File: src/ssadc_pkg.sv
// Shared constants and types for the sampling converter control block
package ssadc_pkg;

  // Clock rate and times in their own units
  localparam int CLK_PERIOD_NS   = 50;
  localparam int STANDBY_WAKE_NS = 100000;
  localparam int CONV_NS         = 4000;

  // Least times round up to whole cycles
  localparam int STANDBY_WAKE_CYC = (STANDBY_WAKE_NS + CLK_PERIOD_NS - 1) / CLK_PERIOD_NS;
  localparam int CONV_CYC         = (CONV_NS + CLK_PERIOD_NS - 1) / CLK_PERIOD_NS;

  // Converter geometry
  localparam int NUM_CH     = 8;
  localparam int RES_BITS   = 18;
  localparam int BUS_BITS   = 16;
  localparam int READ_WORDS = 16;
  localparam int FIFO_DEPTH = 16;
  localparam int TMR_W      = 13;
  localparam int OS_W       = 3;

  // Largest valid oversampling code; above it oversampling is off
  localparam logic [2:0] OS_CODE_MAX = 3'h6;

  // Bit positions in the synchronised pin vector
  localparam int PIN_W   = 11;
  localparam int PIN_G1  = 0;
  localparam int PIN_G2  = 1;
  localparam int PIN_PD  = 2;
  localparam int PIN_RNG = 3;
  localparam int PIN_CFG = 4;
  localparam int PIN_CS  = 5;
  localparam int PIN_RD  = 6;
  localparam int PIN_IF  = 7;
  localparam int PIN_OS  = 8;

  // Values after reset
  localparam logic [PIN_W-1:0]    PINS_RST   = 11'h064;
  localparam logic [3:0]          PTR_RST    = 4'h0;
  localparam logic [RES_BITS-1:0] RESULT_RST = 18'h0_0000;
  localparam logic [BUS_BITS-1:0] BUS_RST    = 16'h0000;

  // Sequencer states
  typedef enum logic [2:0] {
    ST_OFF  = 3'b000,
    ST_WAKE = 3'b001,
    ST_IDLE = 3'b010,
    ST_HOLD = 3'b011,
    ST_CONV = 3'b100
  } ssadc_state_t;

endpackage : ssadc_pkg

File: src/ssadc_ctrl.sv
// Conversion control, power-down handling and parallel readout of the converter
`timescale 1ns/1ps
`default_nettype none

////////////////////////////////////////////////////////////////////////////////
// Result FIFO between converter core and sequencer
module ssadc_fifo #(
  parameter int WIDTH = 18,
  parameter int DEPTH = 16
) (
  input  wire logic             clock,     // System clock
  input  wire logic             resetn,    // Synchronous reset, active low
  input  wire logic [WIDTH-1:0] inData,    // Word from the core
  input  wire logic             inValid,   // Core offers a word
  output logic                  inReady,   // Room for a word
  output logic      [WIDTH-1:0] outData,   // Oldest word
  output logic                  outValid,  // A word is waiting
  input  wire logic             outReady   // Sequencer takes the word
);
  localparam int AW = $clog2(DEPTH);
  localparam int CW = AW + 1;

  logic [WIDTH-1:0] mem [DEPTH];
  logic [AW-1:0]    wrPtr_ff, nxt_wrPtr, rdPtr_ff, nxt_rdPtr;
  logic [CW-1:0]    count_ff, nxt_count;
  logic             full_ff, nxt_full, empty_ff, nxt_empty;
  logic             doWrite, doRead;

  // Flags are registered so the ready seen outside is a clean flop
  always_comb begin
    doWrite   = inValid & ~full_ff;
    doRead    = outReady & ~empty_ff;
    nxt_wrPtr = doWrite ? AW'(wrPtr_ff + 1'b1) : wrPtr_ff;
    nxt_rdPtr = doRead ? AW'(rdPtr_ff + 1'b1) : rdPtr_ff;
    nxt_count = count_ff;
    if (doWrite && !doRead) begin
      nxt_count = CW'(count_ff + 1'b1);
    end else if (doRead && !doWrite) begin
      nxt_count = CW'(count_ff - 1'b1);
    end
    nxt_full  = (nxt_count == CW'(DEPTH));
    nxt_empty = (nxt_count == '0);
  end

  always_ff @(posedge clock) begin
    if (!resetn) begin
      wrPtr_ff <= '0;
      rdPtr_ff <= '0;
      count_ff <= '0;
      full_ff  <= 1'b0;
      empty_ff <= 1'b1;
    end else begin
      wrPtr_ff <= nxt_wrPtr;
      rdPtr_ff <= nxt_rdPtr;
      count_ff <= nxt_count;
      full_ff  <= nxt_full;
      empty_ff <= nxt_empty;
    end
  end

  // Storage has no reset; empty flag guards stale words
  always_ff @(posedge clock) begin
    if (doWrite) begin
      mem[wrPtr_ff] <= inData;
    end
  end

  assign inReady  = ~full_ff;
  assign outValid = ~empty_ff;
  assign outData  = mem[rdPtr_ff];
endmodule : ssadc_fifo

////////////////////////////////////////////////////////////////////////////////
// Top: sampling sequencer, power modes and parallel readout
module ssadc_ctrl #(
  parameter int NCH   = ssadc_pkg::NUM_CH,
  parameter int DEPTH = ssadc_pkg::FIFO_DEPTH
) (
  input  wire logic        clock,                   // 20 MHz system clock
  input  wire logic        resetn,                  // Synchronous reset, active low
  input  wire logic        sampleStartGroup1,       // Strobe for channels 1-4
  input  wire logic        sampleStartGroup2,       // Strobe for channels 5-8
  input  wire logic        powerDownN,              // Power-down request, active low
  input  wire logic        rangeSelect,             // Range, also picks power-down mode
  input  wire logic        configReset,             // Configuration reset pulse
  input  wire logic        interfaceSelect,         // 0 selects the parallel bus
  input  wire logic [2:0]  oversampleRatioSelect,   // Oversampling code
  input  wire logic        csN,                     // Chip select, active low
  input  wire logic        rdN,                     // Read strobe, active low
  input  wire logic [17:0] coreData,                // Core result word
  input  wire logic        coreValid,               // Core result offered
  output logic             coreReady,               // Room for a core result
  output logic             coreStart,               // Pulse: start core conversions
  output logic             busy,                    // Conversion in progress
  output logic             holdGroup1,              // Channels 1-4 in hold
  output logic             holdGroup2,              // Channels 5-8 in hold
  output logic [15:0]      parallelDataBus,         // Read data
  output logic             parallelDataOe,          // Drive enable for the data
  output logic             standbyActive,           // Standby mode
  output logic             shutdownActive,          // Shutdown mode
  output logic             rangeConfig,             // Range latched at reset pulse
  output logic             deviceReady              // Accepting strobes
);
  localparam int RB = ssadc_pkg::RES_BITS;
  localparam int TW = ssadc_pkg::TMR_W;

  //////////////////////////////////////////////////////////////////////////////
  // Pin synchronisers; first stage feeds only the second
  logic [ssadc_pkg::PIN_W-1:0] pinsRaw, syncA_ff, syncB_ff, prev_ff;
  assign pinsRaw = {oversampleRatioSelect, interfaceSelect, rdN, csN, configReset,
                    rangeSelect, powerDownN, sampleStartGroup2, sampleStartGroup1};

  always_ff @(posedge clock) begin
    if (!resetn) begin
      syncA_ff <= ssadc_pkg::PINS_RST;
      syncB_ff <= ssadc_pkg::PINS_RST;
      prev_ff  <= ssadc_pkg::PINS_RST;
    end else begin
      syncA_ff <= pinsRaw;
      syncB_ff <= syncA_ff;
      prev_ff  <= syncB_ff;
    end
  end

  logic       rise1, rise2, cfgRise, rdFall, pdS, rngS, csS, rdS, ifS;
  logic [2:0] osS;
  assign pdS     = syncB_ff[ssadc_pkg::PIN_PD];
  assign rngS    = syncB_ff[ssadc_pkg::PIN_RNG];
  assign csS     = syncB_ff[ssadc_pkg::PIN_CS];
  assign rdS     = syncB_ff[ssadc_pkg::PIN_RD];
  assign ifS     = syncB_ff[ssadc_pkg::PIN_IF];
  assign osS     = syncB_ff[ssadc_pkg::PIN_OS +: ssadc_pkg::OS_W];
  assign rise1   = syncB_ff[ssadc_pkg::PIN_G1] & ~prev_ff[ssadc_pkg::PIN_G1];
  assign rise2   = syncB_ff[ssadc_pkg::PIN_G2] & ~prev_ff[ssadc_pkg::PIN_G2];
  assign cfgRise = syncB_ff[ssadc_pkg::PIN_CFG] & ~prev_ff[ssadc_pkg::PIN_CFG];
  assign rdFall  = prev_ff[ssadc_pkg::PIN_RD] & ~rdS;

  //////////////////////////////////////////////////////////////////////////////
  // Core result buffer; the sequencer drains it only while converting
  logic [RB-1:0] fifoData;
  logic          fifoValid, fifoPop, fifoReady;

  ssadc_fifo #(.WIDTH(RB), .DEPTH(DEPTH)) uFifo (
    .clock    (clock),
    .resetn   (resetn),
    .inData   (coreData),
    .inValid  (coreValid),
    .inReady  (fifoReady),
    .outData  (fifoData),
    .outValid (fifoValid),
    .outReady (fifoPop)
  );
  assign coreReady = fifoReady;

  //////////////////////////////////////////////////////////////////////////////
  // Sequencer state
  ssadc_pkg::ssadc_state_t state_ff, nxt_state;
  logic [TW-1:0] timer_ff, nxt_timer;
  logic [3:0]    collected_ff, nxt_collected;
  logic [2:0]    osLatched_ff, nxt_osLatched;
  logic [RB-1:0] shadow_ff [NCH];
  logic [RB-1:0] nxt_shadow [NCH];
  logic [RB-1:0] results_ff [NCH];
  logic [RB-1:0] nxt_results [NCH];
  logic busy_ff, nxt_busy, hold1_ff, nxt_hold1, hold2_ff, nxt_hold2;
  logic start_ff, nxt_start, needsReset_ff, nxt_needsReset;
  logic standby_ff, nxt_standby, shutdown_ff, nxt_shutdown, range_ff, nxt_range;
  logic ready_ff, nxt_ready, busyFallNow, h1, h2;

  // Next-state logic for power, sampling and conversion
  always_comb begin
    nxt_state      = state_ff;
    nxt_timer      = timer_ff;
    nxt_collected  = collected_ff;
    nxt_osLatched  = osLatched_ff;
    nxt_shadow     = shadow_ff;
    nxt_results    = results_ff;
    nxt_busy       = busy_ff;
    nxt_hold1      = hold1_ff;
    nxt_hold2      = hold2_ff;
    nxt_start      = 1'b0;
    nxt_needsReset = needsReset_ff;
    nxt_standby    = 1'b0;
    nxt_shutdown   = 1'b0;
    nxt_range      = range_ff;
    fifoPop        = 1'b0;
    busyFallNow    = 1'b0;
    h1             = hold1_ff | rise1;
    h2             = hold2_ff | rise2;
    if (cfgRise) begin
      nxt_needsReset = 1'b0;
      nxt_range      = rngS;
    end
    case (state_ff)
      ssadc_pkg::ST_OFF: begin
        if (pdS) begin
          nxt_timer = TW'(ssadc_pkg::STANDBY_WAKE_CYC - 1);
          nxt_state = ssadc_pkg::ST_WAKE;
        end
      end
      ssadc_pkg::ST_WAKE: begin
        nxt_timer = (timer_ff == '0) ? timer_ff : TW'(timer_ff - 1'b1);
        if (timer_ff == '0) begin
          nxt_state = ssadc_pkg::ST_IDLE;
        end
      end
      ssadc_pkg::ST_IDLE, ssadc_pkg::ST_HOLD: begin
        if (!needsReset_ff) begin
          if (osLatched_ff != 3'h0) begin
            h1 = rise1 | rise2;
            h2 = rise1 | rise2;
          end
          nxt_hold1 = h1;
          nxt_hold2 = h2;
          if (h1 && h2) begin
            nxt_busy      = 1'b1;
            nxt_start     = 1'b1;
            nxt_collected = 4'h0;
            nxt_timer     = TW'(TW'(ssadc_pkg::CONV_CYC) << osLatched_ff) - TW'(1);
            nxt_state     = ssadc_pkg::ST_CONV;
          end else if (h1 || h2) begin
            nxt_state = ssadc_pkg::ST_HOLD;
          end
        end
      end
      ssadc_pkg::ST_CONV: begin
        nxt_timer = (timer_ff == '0) ? timer_ff : TW'(timer_ff - 1'b1);
        if (fifoValid && collected_ff < 4'(NCH)) begin
          fifoPop       = 1'b1;
          nxt_shadow[collected_ff[2:0]] = fifoData;
          nxt_collected = 4'(collected_ff + 1'b1);
        end
        if (timer_ff == '0 && collected_ff == 4'(NCH)) begin
          nxt_busy      = 1'b0;
          nxt_hold1     = 1'b0;
          nxt_hold2     = 1'b0;
          nxt_results   = shadow_ff;
          nxt_osLatched = (osS > ssadc_pkg::OS_CODE_MAX) ? 3'h0 : osS;
          busyFallNow   = 1'b1;
          nxt_state     = ssadc_pkg::ST_IDLE;
        end
      end
      default: nxt_state = ssadc_pkg::ST_OFF;
    endcase
    if (!pdS) begin
      nxt_standby  = rngS;
      nxt_shutdown = ~rngS;
      nxt_state    = ssadc_pkg::ST_OFF;
      nxt_busy     = 1'b0;
      nxt_hold1    = 1'b0;
      nxt_hold2    = 1'b0;
      nxt_start    = 1'b0;
      busyFallNow  = 1'b0;
      // Shutdown loses configuration, so a reset pulse is needed again
      if (!rngS) begin
        nxt_needsReset = 1'b1;
      end
    end
    nxt_ready = (nxt_state == ssadc_pkg::ST_IDLE) & ~nxt_needsReset;
  end

  always_ff @(posedge clock) begin
    if (!resetn) begin
      state_ff      <= ssadc_pkg::ST_OFF;
      timer_ff      <= '0;
      collected_ff  <= 4'h0;
      osLatched_ff  <= 3'h0;
      busy_ff       <= 1'b0;
      hold1_ff      <= 1'b0;
      hold2_ff      <= 1'b0;
      start_ff      <= 1'b0;
      needsReset_ff <= 1'b1;
      standby_ff    <= 1'b0;
      shutdown_ff   <= 1'b0;
      range_ff      <= 1'b0;
      ready_ff      <= 1'b0;
      for (int i = 0; i < NCH; i++) begin
        shadow_ff[i]  <= ssadc_pkg::RESULT_RST;
        results_ff[i] <= ssadc_pkg::RESULT_RST;
      end
    end else begin
      state_ff      <= nxt_state;
      timer_ff      <= nxt_timer;
      collected_ff  <= nxt_collected;
      osLatched_ff  <= nxt_osLatched;
      busy_ff       <= nxt_busy;
      hold1_ff      <= nxt_hold1;
      hold2_ff      <= nxt_hold2;
      start_ff      <= nxt_start;
      needsReset_ff <= nxt_needsReset;
      standby_ff    <= nxt_standby;
      shutdown_ff   <= nxt_shutdown;
      range_ff      <= nxt_range;
      ready_ff      <= nxt_ready;
      shadow_ff     <= nxt_shadow;
      results_ff    <= nxt_results;
    end
  end

  //////////////////////////////////////////////////////////////////////////////
  // Parallel readout
  logic [3:0]          ptr_ff, nxt_ptr;
  logic [15:0]         bus_ff, nxt_bus;
  logic                oe_ff, nxt_oe, readTake;
  logic [RB-1:0]       curResult;

  always_comb begin
    curResult = results_ff[ptr_ff[3:1]];
    readTake  = rdFall & ~csS & ~ifS;
    nxt_ptr   = ptr_ff;
    nxt_bus   = bus_ff;
    // drive only with both strobes low
    nxt_oe    = ~csS & ~rdS & ~ifS;
    // busy fall wins over a read
    if (busyFallNow || cfgRise) begin
      nxt_ptr = ssadc_pkg::PTR_RST;
    end else if (readTake) begin
      nxt_bus = ptr_ff[0] ? {14'h0000, curResult[1:0]} : curResult[RB-1:2];
      nxt_ptr = 4'(ptr_ff + 1'b1);
    end
  end

  always_ff @(posedge clock) begin
    if (!resetn) begin
      ptr_ff <= ssadc_pkg::PTR_RST;
      bus_ff <= ssadc_pkg::BUS_RST;
      oe_ff  <= 1'b0;
    end else begin
      ptr_ff <= nxt_ptr;
      bus_ff <= nxt_bus;
      oe_ff  <= nxt_oe;
    end
  end

  // Outputs straight from flops
  assign coreStart       = start_ff;
  assign busy            = busy_ff;
  assign holdGroup1      = hold1_ff;
  assign holdGroup2      = hold2_ff;
  assign parallelDataBus = bus_ff;
  assign parallelDataOe  = oe_ff;
  assign standbyActive   = standby_ff;
  assign shutdownActive  = shutdown_ff;
  assign rangeConfig     = range_ff;
  assign deviceReady     = ready_ff;
endmodule : ssadc_ctrl

`default_nettype wire

File: config.mk
export PLATFORM = sky130hd
export DESIGN_NAME = ssadc_ctrl
export DESIGN_NICKNAME = d
export VERILOG_FILES = /design/src/ssadc_pkg.sv /design/src/ssadc_ctrl.sv
export SDC_FILE = /design/constraint.sdc
export NUM_CORES = 1
export LEC_CHECK = 0
export BUFFER_PORTS_ARGS = -buffer_cell sky130_fd_sc_hd__buf_2
export CAP_MARGIN = 20
export CORE_UTILIZATION = 45
export DETAILED_ROUTE_END_ITERATION = 8
export SYNTH_ARGS = -nofsm -noshare
export SYNTH_HDL_FRONTEND = slang
export SYNTH_HIERARCHICAL = 1
export SYNTH_SLANG_ARGS = --single-unit
export TNS_END_PERCENT = 100
File: constraint.sdc
create_clock -name clock -period 4.1 [get_ports clock]
set_clock_uncertainty 0.15 [all_clocks]
set_input_delay 1.025 -clock clock [delete_from_list [all_inputs] [get_ports clock]]
set_output_delay 1.025 -clock clock [all_outputs]
set_load 0.1 [all_outputs]
Word level (Yosys, flattened, before mapping)
Memory sizes are Yosys's and may differ from the RTL's. A register that Yosys moved wholly into a read port is not among the register bits.
Cells that the tools add are included.
{"block": "totals", "word_cells": 180, "ram_bits": 288, "reg_bits": 385, "memories": 1}
{"memory": "uFifo.mem", "words": 16, "word_bits": 18, "read_ports": 1, "rd_ports_with_merged_regs": 1, "write_ports": 1, "line": "ssadc_ctrl.sv:23", "text": "logic [WIDTH-1:0] mem [DEPTH];"}
{"block": "op_classes", "n_reduce_logical": 29, "mux": 53, "n_lt_le_gt_ge": 5, "bitwise_logic": 30, "shift": 1, "add_sub_neg": 8, "n_eq_ne": 13}
{"operator": "$bwmux W144", "n": 1}
{"operator": "$bmux W18 S3", "n": 1}
{"operator": "$demux W18 S3", "n": 1}
{"operator": "$mux W18", "n": 3}
{"operator": "$mux W13", "n": 4}
{"operator": "$pmux W13 S3", "n": 1}
{"operator": "$mux W1", "n": 22}
{"operator": "$mux W3", "n": 7}
{"operator": "$mux W4", "n": 5}
{"operator": "$add A4 B1 Y4 const B", "n": 4}
{"operator": "$mux W16", "n": 1}
{"operator": "$not A1 Y1", "n": 14}
{"operator": "$logic_not A13 Y1", "n": 1}
{"operator": "$shl A7 B3 Y13 const A", "n": 1}
{"operator": "$sub A13 B1 Y13 const B", "n": 1}
{"operator": "$sub A13 B2 Y13 const B", "n": 1}
{"operator": "$ne A2 B2 Y1 const B", "n": 6}
{"operator": "$pmux W3 S4", "n": 1}
{"operator": "$and A1 B1 Y1", "n": 11}
{"operator": "$mux W5", "n": 2}
{"operator": "$eq A3 B2 Y1 const B", "n": 3}
{"operator": "$ge A4 B4 Y1 const B", "n": 2}
{"operator": "$not A3 Y4", "n": 2}
{"operator": "$pmux W4 S2", "n": 1}
{"operator": "24 further kinds", "n": 43}

Longest topological paths before layout
Gate-level depths: netlist of run 1.
{"block": "depth", "depth_word": 14, "ltp_mapped": 11, "ltp_nobuf": 8}

By module
Netlist of run 1, hierarchy kept.
{"module": "ssadc_ctrl", "seq_area_each_um2": 7347.0, "n_inst": 1, "area_each_um2": 14555.2, "cells_each": 1722}
{"module": "ssadc_fifo", "seq_area_each_um2": 9028.7, "n_inst": 1, "area_each_um2": 11982.7, "cells_each": 519}

Worst setup path before layout of run 1
Ideal clock, no wire load.
{"block": "synth_path", "kind": "input port to flip-flop", "start": "in coreValid", "end": "mem uFifo.mem[3][0] (enable)", "required_ps": 3534, "arrival_time_ps": 2720, "path_buffers": 1, "slack_ps": 814, "setup_ps": 416, "path_stages": 4, "path_cell_list": "nor2b_1 > buf_2 > nand2_1 > nor3_1"}
{"block": "synth_via", "elab_chain_len": 3}
{"element": "start, declared", "line": "ssadc_ctrl.sv:91", "text": "input wire logic coreValid,"}
{"element": "$and A1 B1 Y1", "line": "ssadc_ctrl.sv:31", "text": "doWrite = inValid & ~full_ff;"}
{"element": "$mux W1", "line": "ssadc_ctrl.sv:63", "text": "if (doWrite) begin"}
{"element": "$mux W1 (not written as such)", "line": "ssadc_ctrl.sv:64", "text": "mem[wrPtr_ff] <= inData;"}
{"element": "end, declared", "line": "ssadc_ctrl.sv:23"}
No other way between the ends.

Worst setup path after layout of run 1
{"block": "layout_path", "start": "reg state_ff[2]", "end": "reg results_ff[138] (netlist name)"}
{"block": "layout_via", "elab_chain_len": 2}
{"element": "start, declared", "line": "ssadc_ctrl.sv:157", "text": "ssadc_pkg::ssadc_state_t state_ff, nxt_state;"}
{"element": "start signal, assigned", "line": "ssadc_ctrl.sv:264", "text": "state_ff <= ssadc_pkg::ST_OFF;"}
{"element": "start signal, assigned", "line": "ssadc_ctrl.sv:282", "text": "state_ff <= nxt_state;"}
{"element": "$eq A3 B3 Y1", "line": "ssadc_ctrl.sv:194", "text": "case (state_ff)"}
{"element": "$reduce_and A2 Y1 (no source line)"}
{"element": "end signal, assigned by index", "line": "ssadc_ctrl.sv:279", "text": "results_ff[i] <= ssadc_pkg::RESULT_RST;"}
{"element": "end signal, assigned", "line": "ssadc_ctrl.sv:296", "text": "results_ff <= nxt_results;"}
{"element": "end, declared", "line": "ssadc_ctrl.sv:163", "text": "logic [RB-1:0] results_ff [NCH];"}
No other way between the ends.
A chain may end at the register's enable or synchronous reset.

==> metrics.txt, run 1 <==
status finished clean; RSZ-0062 raised after global routing false; Crit-path slowest cell and2_4; post-place setup slack 0.736 ns; dpl hpwl approximately 38000 microns; Data arrival, critical path 3.38 ns; final std cells w/o fill a little over 3000; max_cap viols 0; CTS max path bufs 3; final instance area 29700 sq um; Peak VDD IR 0.443 mV; share of post-route cells with drive strength above 1 ~15%; worst hold path stage count 1; CP Cell Sequence nor3b_1, and2_1, and2_4, buf_4, nand2_1, a21oi_1; hold buffer count at CTS 0; Vias/cell 5.51; Distinct cells, synth 69; Critical Path End Type flop; mean cell area of the mapped netlist 11.8 sq um; most frequent cells in the layout nand2_1 (618), dfxtp_1 (381), a21oi_1 (326); fmax 333 MHz; worst r2r path cells 6; post-CTS sizing 0; worst r2r src state_ff[2]$_SDFF_PN0_; post-CTS setup buffer count 0; Final WS setup approximately 1.1 ns; Post-Syn Instances ~2200; H-Tree Depth 3; Worst-path clk slew 0.06 ns; R2R Path End results_ff[138]$_SDFFE_PN0P_; Finished Core Util 51.2%; synthesis-to-layout area growth 12.0%; total gr overflow 0; CTS root buf clkbuf_16; DP Cell Count 2952; chip width 245 microns; I/O pins 58; Buf+Inv Stages, Crit Path 1; WHS Endpoint syncB_ff[5]$_SDFF_PN1_; final setup vio count 0; Final min period around 3.0 ns; power per cell area 462 nW/um^2; DRC 0; period utilisation layout 73.3%; Die Area 59900 sq um; number of clock sinks 674; commonest non-fill, non-tap cell in the layout nand2_1; mapped cell area about 27000 sq um; RePlAce Congestion 0.773; global-route usage over all layers 21.4%; Hold WS approximately 0.26 ns; Final Total Pwr 13.7 mW; Pleak a little under 10 nW; critical path class flop to flop; ANT nets after route 0; Post-synth EDFFs between 200 and 300; PortBufs 57; crit path max fanout 61; yosys warns 6; Hold Path Class flop to flop; worst-margin pin slew 1.05 ns; initial antenna violation count 4; wire per inst 20.5 microns; Nets 2306; starting density of the core 45.7%; worst hold start syncA_ff[5]$_SDFF_PN1_; sequential share of the synthesized area 61.7%; largest net degree at the start of global routing 94; drt first-iter violations between 1000 and 1500; via count between 15000 and 20000; Num CTS Buffers 71; core region area 58000 sq um; #FFs+latches synth 674; DR pass1 iterations 5; CP Data Required Time 4.47 ns; clock latency on the worst-skew pair approximately 0.61 ns; startpoint types flop; number of global-route vias before repair ~17000; die height 245 microns; first-pass GRT wire length 98000 microns; final hold viol count 0; CTS tree built; CP delay by family, top simple AND/OR/NAND/NOR gates; setup_tns 0 ns; DRT Wirelength between 60000 and 70000 microns; placed instance area 27500 sq um; Max-slew headroom between 20% and 30%; slowest stage delay, CP 0.65 ns; Primary FF master, synth dfxtp_1; Final Slew Violations 0; # rows 88; r2r setup slk between 1 and 1.5 ns; Async S/R FF share, synth 0%; syn nets 2286
## where the power goes
group	internal [mW]	total, mW	switching, mW
registers	7.06	7.10	0.0433
clock network	3.61	6.22	2.61
logic	0.120	0.400	0.280
## cell type report
| type | instances | area [sq um] |
|---|---|---|
| fill | 4974 | 28300 |
| sequential | 674 | 16400 |
| multi-input combinational | 1385 | 9220 |
| clock buffer | 98 | 1950 |
| tap | 765 | 957 |
| timing repair buffer | 114 | 833 |
| clock inverter | 30 | 310 |
| inverter | 15 | 63.8 |
| antenna | 1 | 2.50 |
## synthesized netlist by cell type, types with 7 or more instances
cell | instances | share of area (%)
or3_1 | 7 | 0.17
xor2_1 | 10 | 0.33
and2_1 | 23 | 0.54
xnor2_1 | 8 | 0.26
buf_2 | 37 | 0.70
ha_1 | 13 | 0.61
nand3_1 | 17 | 0.32
inv_1 | 13 | 0.18
a31oi_1 | 7 | 0.17
nor2b_1 | 8 | 0.19
buf_4 | 32 | 0.91
nor2_1 | 69 | 0.98
dfxtp_1 | 386 | 29
mux2i_1 | 18 | 0.68
clkbuf_1 | 73 | 1.0
nand2b_1 | 14 | 0.33
mux4_2 | 77 | 6.5
buf_6 | 14 | 0.59
mux4_1 | 51 | 5.0
edfxtp_1 | 288 | 33
o21ai_0 | 8 | 0.15
nand2_1 | 619 | 8.8
nand4_1 | 8 | 0.19
o32ai_1 | 7 | 0.23
nor3_1 | 27 | 0.51
and3_1 | 8 | 0.19
buf_1 | 8 | 0.11
a21oi_1 | 326 | 6.1
## worst reg2reg max path: stages, from the launching register on
cell,delay (ns)
dfxtp_1,0.56
nor3b_1,0.49
and2_1,0.27
and2_4,0.65
buf_4,0.53
nand2_1,0.12
a21oi_1,0.15
## logic make-up (layout without fill, tap and decap cells)
| group | Yosys count | count (layout) | synth area share [%] |
|---|---|---|---|
| simple gates | 831 | 831 | 13.4 |
| buf+inv | 182 | 257 | 3.76 |
| mux | 147 | 147 | 12.3 |
| xor+xnor | 18 | 18 | 0.594 |
| other cells | 0 | 1 | 0 |
| fa+ha+maj | 13 | 13 | 0.613 |
| compound gates | 376 | 376 | 7.65 |
| flops | 674 | 674 | 61.7 |
## sequential cells by signal, summed over array words and instances (netlist names), 3 cells and up, named ones only
name             cells
parallelDataBus     16
uFifo/mem          288
osLatched_ff         3
prev_ff              4
collected_ff         4
syncA_ff            11
uFifo/wrPtr_ff       4
ptr_ff               4
uFifo/count_ff       5
results_ff         144
syncB_ff            11
uFifo/rdPtr_ff       4
shadow_ff          144
timer_ff            13
state_ff             3
## worst max path at each step
stage | start | endpoint | depth (start not counted) | slack (ns)
floorplan | coreValid | uFifo/mem[3][0]$_DFFE_PP_ | 4 | 0.81
global placement | coreValid | uFifo/mem[13][0]$_DFFE_PP_ | 5 | 0.77
detailed placement | coreValid | uFifo/mem[12][14]$_DFFE_PP_ | 5 | 0.74
CTS | flop | shadow_ff[129]$_SDFFE_PN0P_ | 5 | 1.16
global route | state_ff[2]$_SDFF_PN0_ | results_ff[50]$_SDFFE_PN0P_ | 6 | 0.88
finish | state_ff[2]$_SDFF_PN0_ | results_ff[138]$_SDFFE_PN0P_ | 6 | 1.10
## routing by layer
| metal | GRT usage, % | part of all wire, % | up-vias |
|---|---|---|---|
| met4 | 6.08 | 2.0 | 2 |
| met2 | 35.4 | 48 | 439 |
| li1 | - | - | 7999 |
| met1 | 28.7 | 44 | 8443 |
| met5 | 0 | 0.021 | - |
| met3 | 4.08 | 5.9 | 97 |
(Power assumes the default switching activity.)
==> run 2, diff against run 1 <==
clock period = 2.64 ns   (was 4.1 ns; I/O delays follow)
==> run 2 against run 1 <==
  * Die area unchanged
  * Global-route usage is 0.26 points lower
  * Core utilization is 1.1 points higher
  * Final cell count increased by 1.3%
  * Critical endpoint is now uFifo/empty_ff$_SDFF_PN1_
  * Critical path type unchanged
  * Count of clock-buffer cells in the layout increased by 5
  * Maximum frequency is 23% higher
  * Critical path depth is the same
  * Non-clock buffer count grew 41
  * Hold slack worse by 0.17 ns
  * Via count increased by 1.2%
  * Sequential power increased by 55%
  * Combinational power is 64% higher
==> metrics.txt, run 2 (synthesis results as in run 1) <==
max reg flops 288 (unchanged); period utilisation layout 92.6% (was 73.3%); wl on met1 28400 microns (was 27600 microns); Pleak 9.96 nW (was 9.64 nW); Data arrival, critical path 2.80 ns (was 3.38 ns); crit path max fanout 12 (was 61); final setup vio count 0 (unchanged); critical path class flop to flop (unchanged); Met3 Wirelength 3770 microns (was 3730 microns); Crit-path slowest cell dfxtp_1 (was and2_4); CTS max path bufs 3 (unchanged); Critical Path End Type flop (unchanged); met2 wire len 30100 microns (was 30700 microns); setup_tns 0 ns (unchanged); CTS tree built (unchanged); number of clock sinks 674 (unchanged); Hold WS 0.0945 ns (was 0.260 ns); worst-margin pin slew 0.755 ns (was 1.05 ns); Vias/cell 5.50 (was 5.51); final instance area 30400 sq um (was 29700 sq um); first-pass GRT wire length 96900 microns (was 98000 microns); chip width 245 microns (unchanged); Peak VDD IR 0.450 mV (was 0.443 mV); # rows 88 (unchanged); startpoint types flop (unchanged); leading registers by flop count uFifo/mem: 288 flops, results_ff: 144 flops, shadow_ff: 144 flops (unchanged); max_cap viols 0 (unchanged); CP Data Required Time 3.00 ns (was 4.47 ns); power per cell area 717 nW/um^2 (was 462 nW/um^2); final hold viol count 0 (unchanged); DRC 0 (unchanged); post-CTS sizing 0 (unchanged); final std cells w/o fill 3122 (was 3082); RSZ-0062 raised after global routing false (unchanged); core region area 58000 sq um (unchanged); PortBufs 57 (unchanged); slowest stage delay, CP 0.57 ns (was 0.65 ns); starting density of the core 45.7% (unchanged); global-route usage over all layers 21.2% (was 21.4%); fmax 409 MHz (was 333 MHz); DP Cell Count 2994 (was 2952); worst hold start powerDownN (was syncA_ff[5]$_SDFF_PN1_); total gr overflow 0 (unchanged); Max-slew headroom 49.6% (was 29.9%); largest net degree at the start of global routing 91 (was 94); hold buffer count at CTS 0 (unchanged); H-Tree Depth 3 (unchanged); placed instance area 28000 sq um (was 27500 sq um); Num CTS Buffers 71 (unchanged); wire per inst 20.2 microns (was 20.5 microns); Nets 2347 (was 2306); Final min period 2.44 ns (was 3.00 ns); crit path launch state_ff[2]$_SDFF_PN0_ (unchanged); worst r2r src state_ff[2]$_SDFF_PN0_ (unchanged); Worst-path clk slew 0.06 ns (about the same); Top reg by flops uFifo/mem (unchanged); DR pass1 iterations 5 (unchanged); DRT Wirelength 63200 microns (was 63300 microns); synthesis-to-layout area growth 14.4% (was 12.0%); via count 17200 (was 17000); drt first-iter violations 1450 (was 1395); number of global-route vias before repair 16400 (was 16700); Finished Core Util 52.3% (was 51.2%); dpl hpwl 38100 microns (was 37600 microns); top routing layer in use met5 (unchanged); post-CTS setup buffer count 0 (unchanged); diode count 0 (was 1); die height 245 microns (unchanged); most frequent cells in the layout nand2_1 (618), dfxtp_1 (382), a21oi_1 (326) (was nand2_1 (618), dfxtp_1 (381), a21oi_1 (326)); I/O pins 58 (unchanged); CP Cell Sequence and4b_1, or2b_1, and3_1, or3_1, a32o_1, o31ai_2 (was nor3b_1, and2_1, and2_4, buf_4, nand2_1, a21oi_1); initial antenna violation count 4 (unchanged); Hold Path Class input pin to flop (was flop to flop); Die Area 59900 sq um (unchanged); Final Slew Violations 0 (unchanged); RePlAce Congestion 0.797 (was 0.773); status finished clean (unchanged); ANT nets after route 0 (unchanged); CTS root buf clkbuf_16 (unchanged); commonest non-fill, non-tap cell in the layout nand2_1 (unchanged); clock latency on the worst-skew pair 0.60 ns (was 0.61 ns); share of post-route cells with drive strength above 1 16.4% (was 14.6%)
run 2: cell types whose count changed in the layout (fill, tap and decap cells not counted), sizes merged:
cell    delta
clkinv     -6
clkbuf     +5
inv        -1
buf       +41
bufinv     +2
diode      -1
run 2: final timing paths:
path	end	slack, ns	cells past startpoint
worst max register to register	uFifo/empty_ff$_SDFF_PN1_	0.20	6
worst max-delay path	uFifo/empty_ff$_SDFF_PN1_	0.20	6
worst min register to register	syncB_ff[2]$_SDFF_PN1_	0.25	1
worst min-delay path	syncA_ff[2]$_SDFF_PN1_	0.09	2
run 2: layer usage:
layer | vias up | global-route usage, %
met2 | 494 | 34.0
met1 | 8520 | 29.6
met5 | - | 0
li1 | 8083 | -
met4 | 8 | 5.37
met3 | 74 | 3.74
run 2: critical path: cells and delay by family (launching register included):
| family | cells | cell delay [ns] |
|---|---|---|
| simple gates | 4 | 1.20 |
| compound gates | 2 | 0.45 |
| flops | 1 | 0.57 |
run 2: metrics by stage:
stage	worst slack, ns	power (mW)
floorplan	0.178	11.7
global placement	0.199	11.9
detailed placement	0.218	11.9
CTS	0.199	22.0
global route	0.0490	22.5
finish	0.196	21.8
run 2: cell type report:
| cell class | count | area (sq um) |
|---|---|---|
| clock buffer | 103 | 2090 |
| clock inverter | 25 | 287 |
| fill | 4897 | 27700 |
| multi-input combinational | 1385 | 9250 |
| timing repair buffer | 155 | 1320 |
| sequential | 674 | 16400 |
| inverter | 15 | 63.8 |
| tap | 765 | 957 |
run 2: report_power, final:
part	internal, mW	switching (mW)	total (mW)
sequential	11.0	0.0650	11.0
clock	6.10	3.99	10.1
combinational	0.217	0.440	0.656
total	17.3	4.49	21.8
